[src/cks_defines.svh]
// Constants for the clock source select and start-up block
// How it works
// Select codes 0101..1000 run the core from the external RC oscillator in four bands.
// With external RC, start-up codes 00/01/10 give 18 wake cycles and no, 4.1 ms or 65 ms reset delay, 11 gives 6 cycles plus 4.1 ms.
// Select codes 0001..0100 run the core from the internal RC oscillator at 1, 2, 4 or 8 MHz.
// With internal RC, wake takes 6 cycles and codes 00/01/10 add no, 4.1 ms or 65 ms reset delay, 11 is reserved.
// Every reset copies the factory trim byte into the trim register.
// The reset time-out is timed from the watchdog oscillator whatever the core clock is.
// The trim value raises the internal oscillator frequency monotonically from 0x00 lowest to 0xFF highest.
// Nonvolatile memory write timing is taken from the calibrated internal oscillator.
// Software writing nonvolatile memory must not trim the oscillator more than 10% above nominal.
// Select code 0000 takes the core clock straight from the external clock input pin.
// With external clock, wake takes 6 cycles and codes 00/01/10 add no, 4.1 ms or 65 ms reset delay, 11 is reserved.
// The external clock must not change more than 2% per cycle except while the device is in reset.
// Unprogrammed configuration is select 0001 with start-up 10.
// The 4.1 ms delay is 4096 watchdog cycles and the 65 ms delay is 65536 watchdog cycles.
// The core clock stays gated until the start-up counter finishes, and reserved codes are flagged invalid.
`ifndef CKS_DEFINES_SVH
`define CKS_DEFINES_SVH

`define CKS_ADDR_TRIM 12'h000
`define CKS_ADDR_CTRL 12'h004
`define CKS_ADDR_STAT 12'h008
`define CKS_ADDR_CFG 12'h00C

`define CKS_SEL_EXTCLK 4'h0
`define CKS_SEL_INT_LO 4'h1
`define CKS_SEL_INT_HI 4'h4
`define CKS_SEL_ERC_LO 4'h5
`define CKS_SEL_ERC_HI 4'h8
`define CKS_SEL_DEFAULT 4'h1
`define CKS_SUT_DEFAULT 2'h2

`define CKS_WAKE_ERC 5'h12
`define CKS_WAKE_SHORT 5'h06
`define CKS_WD_SHORT 17'h0_1000
`define CKS_WD_LONG 17'h1_0000

`define CKS_RESP_OKAY 2'h0
`define CKS_RESP_SLVERR 2'h2
`define CKS_TRIM_NOMINAL 8'h7F

`endif

[src/cks_pkg.sv]
// Types for the clock source select and start-up block
package cks_pkg;
    typedef enum logic [1:0] {
        CKS_SRC_EXTCLK,
        CKS_SRC_INTRC,
        CKS_SRC_EXTRC,
        CKS_SRC_INVALID
    } cks_src_t;

    typedef enum logic [2:0] {
        CKS_ST_RESET,
        CKS_ST_TIMEOUT,
        CKS_ST_WAKE,
        CKS_ST_RUN,
        CKS_ST_SLEEP,
        CKS_ST_HALT
    } cks_state_t;
endpackage

[src/cks_clock_ctrl.sv]
// Clock source decode, start-up sequencing and trim register with AXI4-Lite access
//
// The AXI4-Lite slave port and the register addresses were left to the implementer.
`timescale 1ns/10ps
`include "cks_defines.svh"
module cks_clock_ctrl import cks_pkg::*; #(
    parameter int WD_SHORT_CYCLES = 4096,
    parameter int WD_LONG_CYCLES = 65536
) (
    input wire logic clk,
    input wire logic resetn,
    input wire logic [3:0] clockSourceSelect,
    input wire logic [1:0] startupDelaySelect,
    input wire logic configProgrammed,
    input wire logic [7:0] factoryTrim,
    input wire logic watchdogOscTick,
    input wire logic sourceClockTick,
    input wire logic wakeRequest,
    input wire logic sleepRequest,
    input wire logic [11:0] s_axi_awaddr,
    input wire logic s_axi_awvalid,
    output logic s_axi_awready,
    input wire logic [31:0] s_axi_wdata,
    input wire logic [3:0] s_axi_wstrb,
    input wire logic s_axi_wvalid,
    output logic s_axi_wready,
    output logic [1:0] s_axi_bresp,
    output logic s_axi_bvalid,
    input wire logic s_axi_bready,
    input wire logic [11:0] s_axi_araddr,
    input wire logic s_axi_arvalid,
    output logic s_axi_arready,
    output logic [31:0] s_axi_rdata,
    output logic [1:0] s_axi_rresp,
    output logic s_axi_rvalid,
    input wire logic s_axi_rready,
    output logic coreClockEnable,
    output logic [1:0] activeSource,
    output logic [2:0] frequencyBand,
    output logic [7:0] oscillatorTrimValue,
    output logic nvmTimingFromIntRc,
    output logic nvmTrimUnsafe,
    output logic configInvalid
);
    // The delay counter is 17 bits wide, so longer time-outs cannot be timed
    if (WD_SHORT_CYCLES < 1 || WD_LONG_CYCLES < WD_SHORT_CYCLES ||
        WD_LONG_CYCLES > `CKS_WD_LONG) begin
        $error("watchdog cycle counts out of range");
    end

    // Pins and foreign-clock ticks pass two flops first
    logic [3:0] pinSync;
    cks_sync #(.WIDTH(4)) u_sync (
        .clk(clk),
        .resetn(resetn),
        .async({watchdogOscTick, sourceClockTick, wakeRequest, sleepRequest}),
        .synced(pinSync)
    );
    logic wdTickLvl, srcTickLvl, wakeLvl, sleepLvl;
    assign {wdTickLvl, srcTickLvl, wakeLvl, sleepLvl} = pinSync;

    logic wdTickPrev_q, srcTickPrev_q, wakePrev_q, sleepPrev_q;
    wire wdEdge = wdTickLvl & ~wdTickPrev_q;
    wire srcEdge = srcTickLvl & ~srcTickPrev_q;
    wire wakeEdge = wakeLvl & ~wakePrev_q;
    wire sleepEdge = sleepLvl & ~sleepPrev_q;

    // Configuration is caught once after reset release, never under the reset itself
    logic cfgCaught_q;
    logic [3:0] selCfg_q;
    logic [1:0] sutCfg_q;
    wire [3:0] selLive = configProgrammed ? clockSourceSelect : `CKS_SEL_DEFAULT;
    wire [1:0] sutLive = configProgrammed ? startupDelaySelect : `CKS_SUT_DEFAULT;

    function automatic cks_src_t decodeSource(input logic [3:0] sel, input logic [1:0] startup_delay_select);
        cks_src_t src;
        src = CKS_SRC_INVALID;
        if (sel == `CKS_SEL_EXTCLK && startup_delay_select != 2'b11) begin
            src = CKS_SRC_EXTCLK;
        end else if (sel >= `CKS_SEL_INT_LO && sel <= `CKS_SEL_INT_HI && startup_delay_select != 2'b11) begin
            src = CKS_SRC_INTRC;
        end else if (sel >= `CKS_SEL_ERC_LO && sel <= `CKS_SEL_ERC_HI) begin
            src = CKS_SRC_EXTRC;
        end
        return src;
    endfunction

    wire cks_src_t srcDec = decodeSource(selCfg_q, sutCfg_q);
    wire [2:0] bandDec = (srcDec == CKS_SRC_INTRC) ? 3'(selCfg_q - `CKS_SEL_INT_LO) :
                         (srcDec == CKS_SRC_EXTRC) ? 3'(selCfg_q - `CKS_SEL_ERC_LO) : 3'd0;

    // Wake cycle count in source clocks
    wire [4:0] wakeCount = (srcDec == CKS_SRC_EXTRC && sutCfg_q != 2'b11) ?
                           `CKS_WAKE_ERC : `CKS_WAKE_SHORT;

    // Reset delay in watchdog cycles, zero when none
    logic [16:0] resetDelay;
    always_comb begin
        resetDelay = 17'd0;
        if (srcDec == CKS_SRC_EXTRC) begin
            case (sutCfg_q)
                2'b01: resetDelay = 17'(WD_SHORT_CYCLES);
                2'b10: resetDelay = 17'(WD_LONG_CYCLES);
                2'b11: resetDelay = 17'(WD_SHORT_CYCLES);
                default: resetDelay = 17'd0;
            endcase
        end else begin
            case (sutCfg_q)
                2'b01: resetDelay = 17'(WD_SHORT_CYCLES);
                2'b10: resetDelay = 17'(WD_LONG_CYCLES);
                default: resetDelay = 17'd0;
            endcase
        end
    end

    // Start-up sequencer
    cks_state_t state_q, state_d;
    logic [16:0] count_q, count_d;
    logic swSleep_q;

    always_comb begin
        state_d = state_q;
        count_d = count_q;
        case (state_q)
            CKS_ST_RESET: begin
                if (cfgCaught_q) begin
                    count_d = 17'd0;
                    state_d = CKS_ST_TIMEOUT;
                end
            end
            CKS_ST_TIMEOUT: begin
                if (srcDec == CKS_SRC_INVALID) begin
                    state_d = CKS_ST_HALT;
                end else if (count_q >= resetDelay) begin
                    count_d = 17'd0;
                    state_d = CKS_ST_WAKE;
                end else if (wdEdge) begin
                    count_d = count_q + 17'd1;
                end
            end
            CKS_ST_WAKE: begin
                if (count_q >= 17'(wakeCount)) begin
                    state_d = CKS_ST_RUN;
                end else if (srcEdge) begin
                    count_d = count_q + 17'd1;
                end
            end
            CKS_ST_RUN: begin
                if (sleepEdge || swSleep_q) begin
                    state_d = CKS_ST_SLEEP;
                end
            end
            CKS_ST_SLEEP: begin
                if (wakeEdge) begin
                    count_d = 17'd0;
                    state_d = CKS_ST_WAKE;
                end
            end
            default: state_d = CKS_ST_HALT;
        endcase
    end

    // AXI4-Lite slave, single outstanding write and read
    logic awHeld_q, wHeld_q;
    logic [11:0] awAddr_q;
    logic [31:0] wData_q;
    logic [3:0] wStrb_q;
    logic [7:0] trim_q;
    logic badWrite_q;

    assign s_axi_awready = !awHeld_q && !s_axi_bvalid;
    assign s_axi_wready = !wHeld_q && !s_axi_bvalid;
    assign s_axi_arready = !s_axi_rvalid;

    wire awTake = s_axi_awvalid && s_axi_awready;
    wire wTake = s_axi_wvalid && s_axi_wready;
    wire haveAw = awHeld_q || awTake;
    wire haveW = wHeld_q || wTake;
    wire [11:0] wrAddr = awHeld_q ? awAddr_q : s_axi_awaddr;
    wire [31:0] wrData = wHeld_q ? wData_q : s_axi_wdata;
    wire [3:0] wrStrb = wHeld_q ? wStrb_q : s_axi_wstrb;
    wire doWrite = haveAw && haveW && !s_axi_bvalid;
    wire wrTrim = doWrite && wrAddr == `CKS_ADDR_TRIM;
    wire wrCtrl = doWrite && wrAddr == `CKS_ADDR_CTRL;
    wire wrMapped = wrTrim || wrCtrl;
    wire rdTake = s_axi_arvalid && s_axi_arready;

    logic [31:0] rdValue;
    logic rdOk;
    always_comb begin
        rdValue = 32'h0000_0000;
        rdOk = 1'b1;
        if (s_axi_araddr == `CKS_ADDR_TRIM) begin
            rdValue = {24'h00_0000, trim_q};
        end else if (s_axi_araddr == `CKS_ADDR_CTRL) begin
            rdValue = {31'h0000_0000, swSleep_q};
        end else if (s_axi_araddr == `CKS_ADDR_STAT) begin
            rdValue = {24'h00_0000, 1'b0, state_q, coreClockEnable, configInvalid, activeSource};
        end else if (s_axi_araddr == `CKS_ADDR_CFG) begin
            rdValue = {26'h000_0000, sutCfg_q, selCfg_q};
        end else begin
            rdOk = 1'b0;
        end
    end

    always_ff @(posedge clk or negedge resetn) begin
        if (!resetn) begin
            wdTickPrev_q <= 1'b0;
            srcTickPrev_q <= 1'b0;
            wakePrev_q <= 1'b0;
            sleepPrev_q <= 1'b0;
            cfgCaught_q <= 1'b0;
            selCfg_q <= `CKS_SEL_DEFAULT;
            sutCfg_q <= `CKS_SUT_DEFAULT;
            state_q <= CKS_ST_RESET;
            count_q <= 17'd0;
        end else begin
            wdTickPrev_q <= wdTickLvl;
            srcTickPrev_q <= srcTickLvl;
            wakePrev_q <= wakeLvl;
            sleepPrev_q <= sleepLvl;
            cfgCaught_q <= 1'b1;
            if (!cfgCaught_q) begin
                selCfg_q <= selLive;
                sutCfg_q <= sutLive;
            end
            state_q <= state_d;
            count_q <= count_d;
        end
    end

    // Trim loads the factory byte on the first edge after reset, then software may rewrite it
    always_ff @(posedge clk or negedge resetn) begin
        if (!resetn) begin
            trim_q <= `CKS_TRIM_NOMINAL;
            swSleep_q <= 1'b0;
        end else if (!cfgCaught_q) begin
            trim_q <= factoryTrim;
            swSleep_q <= 1'b0;
        end else begin
            if (wrTrim && wrStrb[0]) begin
                trim_q <= wrData[7:0];
            end
            if (wrCtrl && wrStrb[0]) begin
                swSleep_q <= wrData[0];
            end else if (state_q == CKS_ST_SLEEP) begin
                swSleep_q <= 1'b0;
            end
        end
    end

    always_ff @(posedge clk or negedge resetn) begin
        if (!resetn) begin
            awHeld_q <= 1'b0;
            wHeld_q <= 1'b0;
            awAddr_q <= 12'h000;
            wData_q <= 32'h0000_0000;
            wStrb_q <= 4'h0;
            s_axi_bvalid <= 1'b0;
            badWrite_q <= 1'b0;
            s_axi_rvalid <= 1'b0;
            s_axi_rdata <= 32'h0000_0000;
            s_axi_rresp <= `CKS_RESP_OKAY;
        end else begin
            if (doWrite) begin
                awHeld_q <= 1'b0;
                wHeld_q <= 1'b0;
                s_axi_bvalid <= 1'b1;
                badWrite_q <= !wrMapped;
            end else begin
                if (awTake) begin
                    awHeld_q <= 1'b1;
                    awAddr_q <= s_axi_awaddr;
                end
                if (wTake) begin
                    wHeld_q <= 1'b1;
                    wData_q <= s_axi_wdata;
                    wStrb_q <= s_axi_wstrb;
                end
                if (s_axi_bvalid && s_axi_bready) begin
                    s_axi_bvalid <= 1'b0;
                end
            end
            if (rdTake) begin
                s_axi_rvalid <= 1'b1;
                s_axi_rdata <= rdValue;
                s_axi_rresp <= rdOk ? `CKS_RESP_OKAY : `CKS_RESP_SLVERR;
            end else if (s_axi_rvalid && s_axi_rready) begin
                s_axi_rvalid <= 1'b0;
            end
        end
    end

    assign s_axi_bresp = badWrite_q ? `CKS_RESP_SLVERR : `CKS_RESP_OKAY;

    // Status outputs; configuration is static after capture so registered sources suffice
    logic coreEn_q;
    logic [1:0] src_q;
    logic [2:0] band_q;
    logic inval_q;
    logic nvmUnsafe_q;
    always_ff @(posedge clk or negedge resetn) begin
        if (!resetn) begin
            coreEn_q <= 1'b0;
            src_q <= 2'(CKS_SRC_INTRC);
            band_q <= 3'd0;
            inval_q <= 1'b0;
            nvmUnsafe_q <= 1'b0;
        end else begin
            coreEn_q <= state_d == CKS_ST_RUN;
            src_q <= 2'(srcDec);
            band_q <= bandDec;
            inval_q <= cfgCaught_q && srcDec == CKS_SRC_INVALID;
            // Flags trim above nominal midpoint; software must keep writes inside the 10% margin
            nvmUnsafe_q <= trim_q > `CKS_TRIM_NOMINAL;
        end
    end

    assign coreClockEnable = coreEn_q;
    assign activeSource = src_q;
    assign frequencyBand = band_q;
    assign oscillatorTrimValue = trim_q;
    assign nvmTimingFromIntRc = 1'b1;
    assign nvmTrimUnsafe = nvmUnsafe_q;
    assign configInvalid = inval_q;
endmodule

[src/cks_sync.sv]
// Two-flop synchroniser for pin and foreign-clock inputs
`timescale 1ns/10ps
module cks_sync #(
    parameter int WIDTH = 1
) (
    input wire logic clk,
    input wire logic resetn,
    input wire logic [WIDTH-1:0] async,
    output logic [WIDTH-1:0] synced
);
    logic [WIDTH-1:0] meta_q;

    always_ff @(posedge clk or negedge resetn) begin
        if (!resetn) begin
            meta_q <= '0;
            synced <= '0;
        end else begin
            meta_q <= async;
            synced <= meta_q;
        end
    end
endmodule

[config.mk]
export PLATFORM = sky130hd
export DESIGN_NAME = cks_clock_ctrl
export DESIGN_NICKNAME = d
export VERILOG_FILES = /design/src/cks_pkg.sv /design/src/cks_clock_ctrl.sv /design/src/cks_sync.sv
export VERILOG_INCLUDE_DIRS = /design/src
export SDC_FILE = /design/constraint.sdc
export NUM_CORES = 1
export LEC_CHECK = 0
export ABC_CLOCK_PERIOD_IN_PS = 8280
export BUFFER_PORTS_ARGS = -buffer_cell sky130_fd_sc_hd__buf_2
export CAP_MARGIN = 20
export CORE_ASPECT_RATIO = 1.75
export CORE_MARGIN = 2
export CORE_UTILIZATION = 45
export CTS_BUF_LIST = sky130_fd_sc_hd__clkbuf_4
export DETAILED_ROUTE_END_ITERATION = 7
export PLACE_DENSITY_LB_ADDON = 0.2
export SLEW_MARGIN = 15
export SYNTH_ARGS = -nofsm -noshare
export SYNTH_HDL_FRONTEND = slang
export SYNTH_HIERARCHICAL = 1
export SYNTH_SLANG_ARGS = --single-unit
export TNS_END_PERCENT = 10
[constraint.sdc]
create_clock -name clk -period 8.28 [get_ports clk]
set_clock_uncertainty 0.05 [all_clocks]
set_input_delay 0.828 -clock clk [delete_from_list [all_inputs] [get_ports clk]]
set_output_delay 0.828 -clock clk [all_outputs]
set_load 0.005 [all_outputs]
==> summary.md <==
| Metric | Value |
|---|---|
| Status | `finished, final reports clean` |
| Critical path required time | `~8.6 ns` |
| Router iterations before antenna repair | `4` |
| Initial antenna violation count | `1` |
| First-pass GRT wire length | `about 17000 um` |
| Most frequent cell after synthesis | `dfrtp_1` |
| Cell Area, Synth | `around 0.0047 mm^2` |
| Grt total ovfl | `0` |
| Top-Level Pins | `approximately 140` |
| Die height | `140 um` |
| Total Routing Usage GR | `0.193` |
| Hold Violations, Final | `0` |
| Wirelength per Cell | `roughly 15 um` |
| Initial Utilization | `0.462` |
| Layout area overhead | `13.0%` |
| Crit path max fanout | `33` |
| Clock Latency Late Sink | `0.44 ns` |
| Pre-CTS setup slack | `between 4 and 5 ns` |
| Half-perimeter wire length after placement | `~7600 um` |
| FFs w/ async S/R, synth | `1.00` |
| Vias per inst | `~5.3` |
| DRT antenna net count | `0` |
| Post-CTS Resized | `0` |
| Max_cap viols | `0` |
| Root Buffer | `clkbuf_4` |
| Largest net degree at the start of global routing | `67` |
| Syn Area/Cell | `about 10 um^2` |
| Startpoint types | `flop` |
| H-tree levels | `3` |
| Cells after synthesis | `around 470` |
| Register bit total from synthesis | `91` |
| Tot Pwr | `1.27 mW` |
| EDFF count, synth | `0` |
| CTS clk-pin slew, worst paths | `around 0.16 ns` |
| Max Root-Sink Buffers | `2` |
| Total CTS buffers | `9` |
| Vias in the first global route | `about 3600` |
| NumNets Final | `roughly 640` |
| Share of cells above drive strength 1 | `0.285` |
| CP arrival | `4.53 ns` |
| Final period util | `0.510` |
| Syn. warnings | `6` |
| Main synth FF type | `dfrtp_1` |
| HP Class | `in -> async` |
| CP Capture Type | `flop` |
| Count of final setup violators | `0` |
| TritonCTS clock tree | `yes` |
| Netlist cell types | `55` |
| Fillers | `979` |
| Setup Fix Bufs, Post-CTS | `0` |
| Drc violations | `0` |
| PwrDens | `~240 mW/mm^2` |
| Worst Max-Slew Pin Slew | `0.828 ns` |
| Post-synthesis sequential area ratio | `0.485` |
| RD Place Congestion | `0.817` |
| Fin cells | `between 600 and 700` |
| Final Max Tran Viols | `0` |
| Final WL | `10200 um` |
| TNS Setup | `0 ns` |
| Hold WS | `between 0.2 and 0.25 ns` |
| RSZ-0062 raised after global routing | `no` |
| Top cell type by total area after synthesis | `dfrtp_1` |
| Iteration-0 DRC count of the detailed router | `slightly above 200` |
| Final worst setup slack | `just over 4 ns` |
| Yosys top cell area share | `0.429` |
| Leakage power | `around 2.5 nW` |
| Period minus WS final | `4.23 ns` |
| Die X | `roughly 81 um` |
| Port bufs | `just under 90` |
| Hold buffer count at CTS | `0` |
| Fmax | `237 MHz` |
| CTS sink cnt | `between 90 and 100` |
| Post-layout util | `0.522` |
| Site Rows | `49` |
| Worst VDD drop | `between 0.15 and 0.2 mV` |
| Finished Cell Area | `about 0.0053 mm^2` |
| Dominant cells by area after synthesis | `dfrtp_1, mux2_2, dfstp_2, buf_4, a21oi_1` |
| Most frequent cells after synthesis | `dfrtp_1, nand2_1, mux2_2, inv_1` |
| Placed inst area | `around 0.0052 mm^2` |
| Rel. slew slack | `0.448` |
| Die area | `roughly 0.011 mm^2` |
| Cells after DPL | `about 670` |
| Via count | `roughly 3600` |
| WS Path Type | `reg -> reg` |
| Core region area | `between 0.01 and 0.015 mm^2` |
-- critical path, cell delays in order (launching register included) --
cell	delay, ns
dfrtp_1	0.43
inv_1	0.12
ha_1	0.26
nor2b_1	0.22
nor2_1	0.08
nand2_1	0.13
nor2_1	0.05
o21ai_0	0.30
inv_1	0.09
ha_1	0.28
a211o_1	0.30
a2111o_1	0.45
o21ai_4	0.18
o2111ai_4	0.41
or4_1	0.63
a21oi_1	0.16
-- layer usage --
layer,up-vias,GRT usage,wire (um)
met3,10,0.0305,440
met5,-,0,0
met4,0,0.0785,149
li1,1777,-,-
met1,1747,0.228,4050
met2,107,0.338,5560
-- flip-flops by register name (all words and copies together), names as in the netlist, 2 cells and up --
register             flops
count_q                 17
awAddr_q                12
s_axi_rdata              8
u_sync/meta_q            4
frequencyBand            3
activeSource             2
u_sync/synced            4
oscillatorTrimValue      8
sutCfg_q                 2
wData_q                  8
selCfg_q                 4
state_q                  3
-- layout by cell type (no fill, tap or decap), types with 4 or more instances in the layout --
cell type,instances
a22o_1,4
mux2_2,32
mux2i_1,8
nor2b_1,5
nand3_1,23
and3_1,4
o221ai_1,9
inv_1,29
o21ai_0,25
or3_1,9
o31ai_1,11
nor2_1,28
conb_1,28
nor4_1,8
ha_1,9
clkbuf_4,9
buf_4,4
a21oi_1,27
nand2_1,35
or4_1,5
dfrtp_1,81
dfstp_2,10
buf_2,88
nand2b_1,8
nand4_1,6
a31oi_1,8
-- worst paths after layout --
check                      slack, ns  cells after the start              from                to
hold reg to reg                 0.31                      0  u_sync/meta_q[2]  u_sync/synced[2]
hold / removal                  0.21                      1            resetn      s_axi_rvalid
max in group asynchronous       6.81                      2            resetn      s_axi_bvalid
min in group clk                0.31                      0  u_sync/meta_q[2]  u_sync/synced[2]
setup reg to reg                4.05                     15       selCfg_q[1]       count_q[15]
setup / recovery                4.05                     15       selCfg_q[1]       count_q[15]
-- where the power goes --
group	switching (mW)	leakage [nW]	internal (mW)
logic	0.182	1.23	0.165
clock network	0.154	0.0940	0.153
registers	0.0798	1.13	0.531
-- logic make-up after synthesis --
group                      share of synthesized area
and+or+nand+nor                                0.159
AOI/OAI and AO/OA                              0.145
DFF                                            0.485
buffers and inverters                         0.0879
muxes                                         0.0980
adders and majority gates                     0.0238
other                                        0.00159
-- layout make-up --
cell class | count | area, um^2 | area share
antenna | 1 | 2.50 | 0.000468
tap | 127 | 159 | 0.0297
clock inverter | 7 | 115 | 0.0216
clock buffer | 9 | 67.6 | 0.0126
multi-input combinational | 326 | 2130 | 0.398
inverter | 29 | 109 | 0.0204
timing repair buffer | 92 | 470 | 0.0881
sequential | 91 | 2290 | 0.429
Power figures use the tool's default switching activity.
